**src/sock_evt_pkg.sv**
```systemverilog
// constants shared by the socket status-change event block
package sock_evt_pkg;
  // ==========================================================
  // register map
  localparam logic [7:0] socket_change_flags_off = 8'h00;
  localparam logic [7:0] socket_change_irq_enables_off = 8'h04;
  localparam int data_w = 32;
  localparam int addr_w = 8;
  localparam int impl_w = 4;
  localparam logic [31:0] socket_change_flags_rst = 32'h0000_0000;
  localparam logic [31:0] socket_change_irq_enables_rst = 32'h0000_0000;
  // ==========================================================
  // field positions, shared by the flag, enable and force words
  localparam int card_status_bit = 0;
  localparam int detect_one_bit = 1;
  localparam int detect_two_bit = 2;
  localparam int power_cycle_bit = 3;
  localparam logic [1:0] insertion_irq_on = 2'h3;
  localparam logic [3:0] flags_clear = 4'h0;
  // synchroniser reset: three reset pins released (high), all else low
  localparam logic [8:0] pin_sync_rst = 9'h1C0;
endpackage

```
**src/socket_status_change_event_mask.sv**
```systemverilog
// socket status-change event flags, interrupt enables and interrupt request
`timescale 1ns/10ps
`default_nettype none

// Contract
// RULE1 - flags record only that a change happened, never the new value
// RULE2 - writing 1 to a flag clears it; writing 0 leaves it
// RULE3 - writing 1 to a force-event bit sets the matching flag
// RULE4 - bus reset clears every flag; the code clears them on bus reset only while pme_en is low
// RULE5 - leaving card reset re-sets flags when status is still present
// RULE6 - with interrupts enabled, any set unmasked flag raises the interrupt
// RULE7 - software clears all flags before enabling interrupts
// RULE8 - flag 3 sets when power-cycle status changes
// RULE9 - flag 2 sets when card-detect two status changes
// RULE10 - flag 1 sets when card-detect one status changes
// RULE11 - cardbus card: flag 0 sets on rising status-change edge only
// RULE12 - 16-bit card: flag 0 sets on both status-change edges
// RULE13 - bits 31 to 4 of both registers read zero
// RULE14 - enables never stop flags from being set
// RULE15 - enable bit 3 gates power-cycle interrupts, resets to 0
// RULE16 - enable field 2:1 is 00 block, 11 enable, others reserved
// RULE17 - enable bit 0 gates card-status interrupts, resets to 0
// RULE18 - with power-event signalling only global reset clears, else either reset
// RULE19 - flags low four bits write-one-to-clear, rest read-only, reset zero
// RULE20 - force-event writes show in the present state watched for changes
// RULE21 - interrupt is OR of flag AND enable, detect flags gated by field
module socket_status_change_event_mask (
  // clock and reset
  input wire logic core_clk_in,
  input wire logic rst_in,
  // socket resets and power-event mode (pins)
  input wire logic global_reset_n_in,
  input wire logic bus_reset_n_in,
  input wire logic card_reset_n_in,
  input wire logic pme_enable_in,
  // socket status (pins)
  input wire logic socket_power_cycle_status_in,
  input wire logic card_detect_one_status_in,
  input wire logic card_detect_two_status_in,
  input wire logic card_status_change_state_in,
  input wire logic cardbus_card_in,
  // register port
  input wire logic reg_wr_in,
  input wire logic reg_rd_in,
  input wire logic [sock_evt_pkg::addr_w-1:0] reg_addr_in,
  input wire logic [sock_evt_pkg::data_w-1:0] reg_wdata_in,
  output logic [sock_evt_pkg::data_w-1:0] reg_rdata_out,
  // force-event write from the neighbouring register
  input wire logic force_wr_in,
  input wire logic [sock_evt_pkg::impl_w-1:0] force_data_in,
  // interrupt enable and request
  input wire logic irq_global_enable_in,
  output logic [sock_evt_pkg::impl_w-1:0] present_state_out,
  output logic status_change_interrupt_out
);
  import sock_evt_pkg::*;

  // ==========================================================
  // pin synchronisers
  localparam int n_sync = 9;
  logic [n_sync-1:0] sync1_r;
  logic [n_sync-1:0] sync2_r;
  // reset pins idle high and status pins idle low, so reset makes no false change
  always_ff @(posedge core_clk_in or posedge rst_in) begin
    if (rst_in) begin
      sync1_r <= pin_sync_rst;
    end else begin
      sync1_r <= {global_reset_n_in, bus_reset_n_in, card_reset_n_in, pme_enable_in,
                  cardbus_card_in, card_status_change_state_in,
                  card_detect_two_status_in, card_detect_one_status_in,
                  socket_power_cycle_status_in};
    end
  end

  // only this second stage is read by the logic below
  always_ff @(posedge core_clk_in or posedge rst_in) begin
    if (rst_in) begin
      sync2_r <= pin_sync_rst;
    end else begin
      sync2_r <= sync1_r;
    end
  end

  logic glob_rst_n;
  logic bus_rst_n;
  logic card_rst_n;
  logic pme_en;
  logic is_cardbus;
  logic [impl_w-1:0] pins;
  assign glob_rst_n = sync2_r[8];
  assign bus_rst_n = sync2_r[7];
  assign card_rst_n = sync2_r[6];
  assign pme_en = sync2_r[5];
  assign is_cardbus = sync2_r[4];
  assign pins = {sync2_r[0], sync2_r[2], sync2_r[1], sync2_r[3]};

  // context bits survive a bus reset while power events are signalled
  logic ctx_clear;
  assign ctx_clear = !glob_rst_n || (!bus_rst_n && !pme_en); // RULE4 RULE18

  // ==========================================================
  // present state: pin levels plus bits forced by software
  logic [impl_w-1:0] force_hold_r;
  always_ff @(posedge core_clk_in or posedge rst_in) begin
    if (rst_in) begin
      force_hold_r <= flags_clear;
    end else if (ctx_clear) begin
      force_hold_r <= flags_clear;
    end else if (force_wr_in) begin
      force_hold_r <= force_data_in; // RULE20
    end
  end

  // forced bits are ORed in, so software can fake a socket change
  logic [impl_w-1:0] present_r;
  always_ff @(posedge core_clk_in or posedge rst_in) begin
    if (rst_in) begin
      present_r <= flags_clear;
    end else begin
      present_r <= pins | force_hold_r; // RULE20
    end
  end

  // previous present state, the reference for change detection
  logic [impl_w-1:0] present_d_r;
  always_ff @(posedge core_clk_in or posedge rst_in) begin
    if (rst_in) begin
      present_d_r <= flags_clear;
    end else begin
      present_d_r <= present_r;
    end
  end

  // resets to the released level so reset itself is not seen as leaving card reset
  logic card_rst_d_r;
  always_ff @(posedge core_clk_in or posedge rst_in) begin
    if (rst_in) begin
      card_rst_d_r <= 1'b1;
    end else begin
      card_rst_d_r <= card_rst_n;
    end
  end

  // ==========================================================
  // change detection, only the fact of a change is kept
  logic [impl_w-1:0] changed;
  logic [impl_w-1:0] set_ev;
  logic leave_card_rst;
  logic status_rise;
  logic status_fall;
  assign changed = present_r ^ present_d_r; // RULE1
  assign leave_card_rst = card_rst_n && !card_rst_d_r;
  assign status_rise = changed[card_status_bit] && present_r[card_status_bit];
  assign status_fall = changed[card_status_bit] && !present_r[card_status_bit];
  always_comb begin
    set_ev = flags_clear;
    set_ev[power_cycle_bit] = changed[power_cycle_bit]; // RULE8
    set_ev[detect_two_bit] = changed[detect_two_bit]; // RULE9
    set_ev[detect_one_bit] = changed[detect_one_bit]; // RULE10
    if (is_cardbus) begin
      // a falling status line is ignored for this card type
      set_ev[card_status_bit] = status_rise; // RULE11
    end else begin
      set_ev[card_status_bit] = status_rise || status_fall; // RULE12
    end
    // status still present after card reset is reported again
    if (leave_card_rst) begin
      set_ev[card_status_bit] = set_ev[card_status_bit] | present_r[card_status_bit]; // RULE5
      set_ev[detect_one_bit] = set_ev[detect_one_bit] | present_r[detect_one_bit]; // RULE5
      set_ev[detect_two_bit] = set_ev[detect_two_bit] | present_r[detect_two_bit]; // RULE5
    end
    if (force_wr_in) begin
      set_ev = set_ev | force_data_in; // RULE3
    end
  end

  // ==========================================================
  // flag and enable registers
  logic flags_wr;
  logic en_wr;
  assign flags_wr = reg_wr_in && (reg_addr_in == socket_change_flags_off);
  assign en_wr = reg_wr_in && (reg_addr_in == socket_change_irq_enables_off);

  // clear request per flag; bits above the implemented four are dropped
  logic [impl_w-1:0] clr_ev;
  assign clr_ev = flags_wr ? reg_wdata_in[impl_w-1:0] : flags_clear; // RULE2 RULE19

  logic [impl_w-1:0] flags_r;
  logic [impl_w-1:0] flags_nxt;
  always_comb begin
    flags_nxt = flags_r & ~clr_ev; // RULE2
    // a set arriving with the clear wins; enables play no part here
    flags_nxt = flags_nxt | set_ev; // RULE14
  end

  // one register per flag, so each source has its own reset and update path
  logic card_status_change_flag_r;
  logic detect_one_change_flag_r;
  logic detect_two_change_flag_r;
  logic power_cycle_change_flag_r;

  always_ff @(posedge core_clk_in or posedge rst_in) begin
    if (rst_in) begin
      card_status_change_flag_r <= socket_change_flags_rst[card_status_bit]; // RULE19
    end else if (ctx_clear) begin
      card_status_change_flag_r <= 1'b0; // RULE4 RULE18
    end else begin
      card_status_change_flag_r <= flags_nxt[card_status_bit];
    end
  end

  always_ff @(posedge core_clk_in or posedge rst_in) begin
    if (rst_in) begin
      detect_one_change_flag_r <= socket_change_flags_rst[detect_one_bit]; // RULE19
    end else if (ctx_clear) begin
      detect_one_change_flag_r <= 1'b0; // RULE4 RULE18
    end else begin
      detect_one_change_flag_r <= flags_nxt[detect_one_bit];
    end
  end

  always_ff @(posedge core_clk_in or posedge rst_in) begin
    if (rst_in) begin
      detect_two_change_flag_r <= socket_change_flags_rst[detect_two_bit]; // RULE19
    end else if (ctx_clear) begin
      detect_two_change_flag_r <= 1'b0; // RULE4 RULE18
    end else begin
      detect_two_change_flag_r <= flags_nxt[detect_two_bit];
    end
  end

  always_ff @(posedge core_clk_in or posedge rst_in) begin
    if (rst_in) begin
      power_cycle_change_flag_r <= socket_change_flags_rst[power_cycle_bit]; // RULE19
    end else if (ctx_clear) begin
      power_cycle_change_flag_r <= 1'b0; // RULE4 RULE18
    end else begin
      power_cycle_change_flag_r <= flags_nxt[power_cycle_bit];
    end
  end

  assign flags_r = {power_cycle_change_flag_r, detect_two_change_flag_r,
                    detect_one_change_flag_r, card_status_change_flag_r};

  // enables: bit 3 power cycle, field 2:1 card detect, bit 0 card status
  logic power_cycle_irq_enable_r;
  always_ff @(posedge core_clk_in or posedge rst_in) begin
    if (rst_in) begin
      power_cycle_irq_enable_r <= socket_change_irq_enables_rst[power_cycle_bit]; // RULE15
    end else if (ctx_clear) begin
      power_cycle_irq_enable_r <= 1'b0; // RULE18
    end else if (en_wr) begin
      power_cycle_irq_enable_r <= reg_wdata_in[power_cycle_bit]; // RULE15
    end
  end

  logic [1:0] insertion_irq_enable_field_r;
  always_ff @(posedge core_clk_in or posedge rst_in) begin
    if (rst_in) begin
      insertion_irq_enable_field_r <= socket_change_irq_enables_rst[detect_two_bit:detect_one_bit];
    end else if (ctx_clear) begin
      insertion_irq_enable_field_r <= 2'h0; // RULE18
    end else if (en_wr) begin
      insertion_irq_enable_field_r <= reg_wdata_in[detect_two_bit:detect_one_bit]; // RULE16
    end
  end

  logic card_status_irq_enable_r;
  always_ff @(posedge core_clk_in or posedge rst_in) begin
    if (rst_in) begin
      card_status_irq_enable_r <= socket_change_irq_enables_rst[card_status_bit]; // RULE17
    end else if (ctx_clear) begin
      card_status_irq_enable_r <= 1'b0; // RULE18
    end else if (en_wr) begin
      card_status_irq_enable_r <= reg_wdata_in[card_status_bit]; // RULE17
    end
  end

  logic [impl_w-1:0] enables_r;
  assign enables_r = {power_cycle_irq_enable_r, insertion_irq_enable_field_r,
                      card_status_irq_enable_r};

  // ==========================================================
  // read data, upper bits always zero
  // the word is built apart from the strobe; the port loads it whole
  logic [data_w-1:0] rd_word;
  always_comb begin
    rd_word = '0;
    case (reg_addr_in)
      socket_change_flags_off: begin
        rd_word = {{(data_w-impl_w){1'b0}}, flags_r}; // RULE13
      end
      socket_change_irq_enables_off: begin
        rd_word = {{(data_w-impl_w){1'b0}}, enables_r}; // RULE13
      end
      default: begin
        rd_word = '0; // RULE19
      end
    endcase
  end

  always_ff @(posedge core_clk_in or posedge rst_in) begin
    if (rst_in) begin
      reg_rdata_out <= '0;
    end else if (reg_rd_in) begin
      reg_rdata_out <= rd_word;
    end
  end

  // ==========================================================
  // interrupt request; reserved field codes 01/10 simply block
  logic detect_en;
  logic power_term;
  logic detect_term;
  logic status_term;
  logic irq_req;
  assign detect_en = (insertion_irq_enable_field_r == insertion_irq_on); // RULE16
  assign power_term = power_cycle_change_flag_r && power_cycle_irq_enable_r; // RULE15
  assign detect_term = (detect_two_change_flag_r || detect_one_change_flag_r)
                    && detect_en; // RULE21
  assign status_term = card_status_change_flag_r && card_status_irq_enable_r; // RULE17
  assign irq_req = power_term || detect_term || status_term; // RULE21

  // level request, one cycle behind its cause; gated by the global enable
  always_ff @(posedge core_clk_in or posedge rst_in) begin
    if (rst_in) begin
      status_change_interrupt_out <= 1'b0;
    end else begin
      status_change_interrupt_out <= irq_req && irq_global_enable_in; // RULE6
    end
  end

  always_ff @(posedge core_clk_in or posedge rst_in) begin
    if (rst_in) begin
      present_state_out <= flags_clear;
    end else begin
      present_state_out <= present_r;
    end
  end

endmodule // socket_status_change_event_mask

`default_nettype wire

```
**config.mk**
```make
export PLATFORM = sky130hd
export DESIGN_NAME = socket_status_change_event_mask
export DESIGN_NICKNAME = d
export VERILOG_FILES = /design/src/sock_evt_pkg.sv /design/src/socket_status_change_event_mask.sv
export SDC_FILE = /design/constraint.sdc
export NUM_CORES = 1
export LEC_CHECK = 0
export ABC_AREA = 1
export BUFFER_PORTS_ARGS = -buffer_cell sky130_fd_sc_hd__buf_2
export CAP_MARGIN = 20
export CELL_PAD_IN_SITES_DETAIL_PLACEMENT = 0
export CELL_PAD_IN_SITES_GLOBAL_PLACEMENT = 1
export CORE_MARGIN = 2
export CORE_UTILIZATION = 30
export DETAILED_ROUTE_END_ITERATION = 6
export GPL_TIMING_DRIVEN = 0
export PLACE_DENSITY = 0.74
export SETUP_SLACK_MARGIN = 0.5
export SLEW_MARGIN = 10
export SYNTH_ARGS = -nofsm -noshare
export SYNTH_HDL_FRONTEND = slang
export SYNTH_SLANG_ARGS = --single-unit
export TNS_END_PERCENT = 1
```
**constraint.sdc**
```tcl
create_clock -name core_clk_in -period 2.4 [get_ports core_clk_in]
set_input_delay 0.36 -clock core_clk_in [delete_from_list [all_inputs] [get_ports core_clk_in]]
set_output_delay 0.36 -clock core_clk_in [all_outputs]
set_load 0.01 [all_outputs]
```
==> results.txt <==
* Vias in the first global route: 1321
* Count of cell types in the netlist: 23
- Of all cell types, the one taking the most synthesized area is dfrtp_1.
- The number of pins exceeding their max-slew limit in the final report is 0.
* Most frequent cells after synthesis: dfrtp_1 (37), nand2_1 (31), buf_4 (28)
* Share of layout cells above drive strength 1: 37.4%
- TritonCTS built the clock tree.
- Summed over all layers, the routed wires come to 3210 um.
- The number of antenna violations at the first check in global routing came to 0.
- The first global-routing pass estimated 5710 um of wire.
* Worst hold margin: 0.0877 ns
- STA classifies the critical path endpoint as a register.
- The die is 82.8 um tall.
- Setup repair after global routing missed its margin: false
* Horizontal extent of the die: 82.8 um
- Clock input transition at the sequential cells of the worst setup and hold paths: 0.08 ns
- For the worst-skew pair, the clock arrives at the later sink with an insertion delay of 0.29 ns.
- Summed over its instances, the top area cell type makes up 49.7% of the synthesized netlist area.
- Overall power consumption after layout is estimated at 1.58 mW.
- For the final database, setup skew stands at 0.00735 ns.
- Pin slew with the least headroom to its limit: 0.498 ns
* Worst vdd ir: 0.000323 V
* Routed Antenna Nets: 0
* Hold buffer count at CTS: 0
* Via count: 1268
- For this run, the top clock speed supported by timing is 828 MHz.
* Reg-to-reg critical path startpoint: sync2_r[8]
- For this run, global-route usage on met1 was measured as 11.8%.
- Starting utilization of the core area: 31.3%
* Number of synthesized flops with an enable pin: 0
- For this run, the slowest stage of the critical path takes 0.52 ns.
* Tightest slew margin relative to the limit: 66.8%
* Fraction of synthesized area in multiplexers: 1.21%
- Main flop type after synthesis: dfrtp_1
- In the synthesized netlist the async set-or-reset flop fraction comes to 100%.
- Yosys attributes the largest share of cell area to dfrtp_1 (50%), buf_4 (11%), dfstp_2 (9.9%), nand2_1 (6.2%), a21oi_1 (3.5%).
- The region available for standard cell placement spans 5960 um^2.
- In the routed layout, each cell is associated on average with a via count of 3.85.
* Area of all placed cells without fillers: 2400 um^2
- Buffers placed on the I/O ports in this run total 37.
- Min Tclk post-route: 1.21 ns
- After detailed routing, the number of remaining DRC violations is 0.
* Area growth from synthesis to final layout: 28.7%
* Cell area after synthesis: 1860 um^2
- Fin Setup TNS: 0 ns
- Cell with the largest stage delay on the worst path: dfstp_2
* Post-CTS setup-driven buffer insertion count: 0
- Summing the areas of all compound-gate instances in the mapped netlist gives 6.24% of the synthesized area.
* Clock sinks: 44
* Share of the cycle needed by the critical path after routing: 50.3%
* Basic-gate share of the synthesized area counting and, or, nand and nor cells: 15.4%
* Busiest layer in global routing: met2
- Among all cell types in the netlist, the one instantiated most often is dfrtp_1.
- In this run the number of H-tree levels came out at 2.
- The tool flagged a number of max-cap violations equal to 0.
- The number of clock buffers added by TritonCTS is 5.
- FP Rows: 28
- The die covers 6860 um^2.
- In this run the deepest clock path goes through 2 buffers.
- Largest net degree at the start of global routing: 24
- Final hold violation count: 0
- Proportion of synthesized chip area in sequential cells: 59.5%
- Areal power density over the cells: 660 nW/um^2
- Dividing the detail-routed wire length by the instance count gives 9.75 um.
- The first detailed-routing pass took 2 iterations.
- Final setup vio count: 0
* Synthesized area divided by synthesized cell count: 10.3 um^2
- The worst setup path is launched from a register.
- After synthesis, the largest family of logic cells by area is buffers and inverters.
* Post-CTS sizing: 0
* DRC marker count from the first detailed-route iteration: 45
- 96 I/O pins were placed.
- Critical path launch point: sync2_r[8]
- After global routing the overflow that remains totals 0.
* Adder-cell share of the synthesized area: 2.01%
- At the end of the flow, the number of nets in the layout was 315.
* Status: finished clean
- Routability-driven placement finished with a final weighted congestion of 0.780.
- Global Route Usage Sum: 10.2%
* Hold WC Path Type: in2async
* List of cells traversed by the critical path: o21a_1 > buf_2 > nand4_1 > nand2_1
* Largest fanout of any net on the critical path: 10
* Arrival time worst endpoint: 1.44 ns
* Gate count after technology mapping: 181
- The number of antenna diodes in the final layout is 0.
- Fraction of met3 tracks used by global routing: 3.68%
* Placed instance area: 2270 um^2
* Clock root cell: clkbuf_8
- Synthesis inferred 44 register bits.
* Met2 capacity usage during global routing: 17.7%
- Crit path required time: 2.64 ns
- During synthesis, Yosys emitted a total of 0 warnings.
* Half-perimeter wire length after detailed placement: 2500 um
- Class of the most critical setup path: reg2reg
- Leakage power summed over all cells: 1.30 nW
- The synthesized netlist devotes 0% of its cell area to XOR and XNOR gates.
cell usage in the layout (no fill, tap or decap):
cell type	count
a21oi_1	13
a31oi_1	1
buf_16	1
buf_2	39
buf_4	28
bufinv_16	1
clkbuf_1	1
clkbuf_8	7
conb_1	28
dfrtp_1	37
dfstp_2	7
ha_1	3
inv_1	16
inv_2	1
mux2_2	2
nand2_1	31
nand2_2	2
nand3_1	9
nand3b_1	1
nand4_1	4
nor2_1	7
nor2_2	1
nor2_4	2
o211ai_1	1
o21a_1	1
o21ai_0	6
or2_2	4
cell type report:
| type | count | area, um^2 |
|---|---|---|
| fill | 597 | 3560 |
| sequential | 44 | 1110 |
| multi-input combinational | 116 | 568 |
| buffer | 31 | 224 |
| timing repair buffer | 38 | 213 |
| clock buffer | 7 | 96.3 |
| tap | 75 | 93.8 |
| inverter | 17 | 63.8 |
| clock inverter | 1 | 30.0 |
where the power goes:
group          internal (mW)  switching, mW  total [mW]  leakage, nW
Combinational         0.0818         0.0934       0.175        0.701
Sequential             0.783         0.0174       0.801        0.531
Clock                  0.367          0.241       0.608       0.0645
per-stage QoR:
stage          cells  worst slack [ns]  util [%]
6_report         329              1.19      40.3
5_1_grt          329              1.08      40.3
4_1_cts          329              1.18      40.3
3_5_place_dp     321              1.11      38.2
3_3_place_gp     320             0.464      37.7
2_1_floorplan    208              1.02         -
routing by layer:
| metal | vias to the layer above | wire length, um |
|---|---|---|
| li1 | 659 | - |
| met3 | 4 | 203 |
| met4 | 0 | 27 |
| met1 | 569 | 1390 |
| met2 | 36 | 1590 |
| met5 | - | 0 |
final timing paths:
check,end,slack [ns],cells past startpoint
max,card_status_irq_enable_r,1.19,4
min,sync1_r[2],0.09,2
max reg2reg,card_status_irq_enable_r,1.19,4
min reg2reg,sync2_r[0],0.35,0
max in group asynchronous,sync1_r[7],1.75,3
min in group core_clk_in,sync1_r[8],0.16,1
critical path: cells and delay by family (launching register included):
kind | cells | cell delay (ns)
DFF | 1 | 0.52
buffers and inverters | 1 | 0.26
AOI/OAI and AO/OA | 1 | 0.17
and+or+nand+nor | 2 | 0.21
cell families after synthesis:
family / after synthesis
AND/OR/NAND/NOR: 61
adder cells (fa/ha/maj): 3
AO/OA/AOI/OAI: 22
flip-flops: 44
other: 1
multiplexers: 2
buffers and inverters: 48
flip-flops by register name, summed over array words and instances (netlist names):
name	cells
present_state_out	4
force_hold_r	4
present_r	4
power_cycle_change_flag_r	1
detect_one_change_flag_r	1
insertion_irq_enable_field_r	2
card_status_change_flag_r	1
power_cycle_irq_enable_r	1
sync2_r	9
sync1_r	9
card_rst_d_r	1
detect_two_change_flag_r	1
status_change_interrupt_out	1
card_status_irq_enable_r	1
reg_rdata_out	4
No activity file was read; power rests on OpenSTA's default activity.
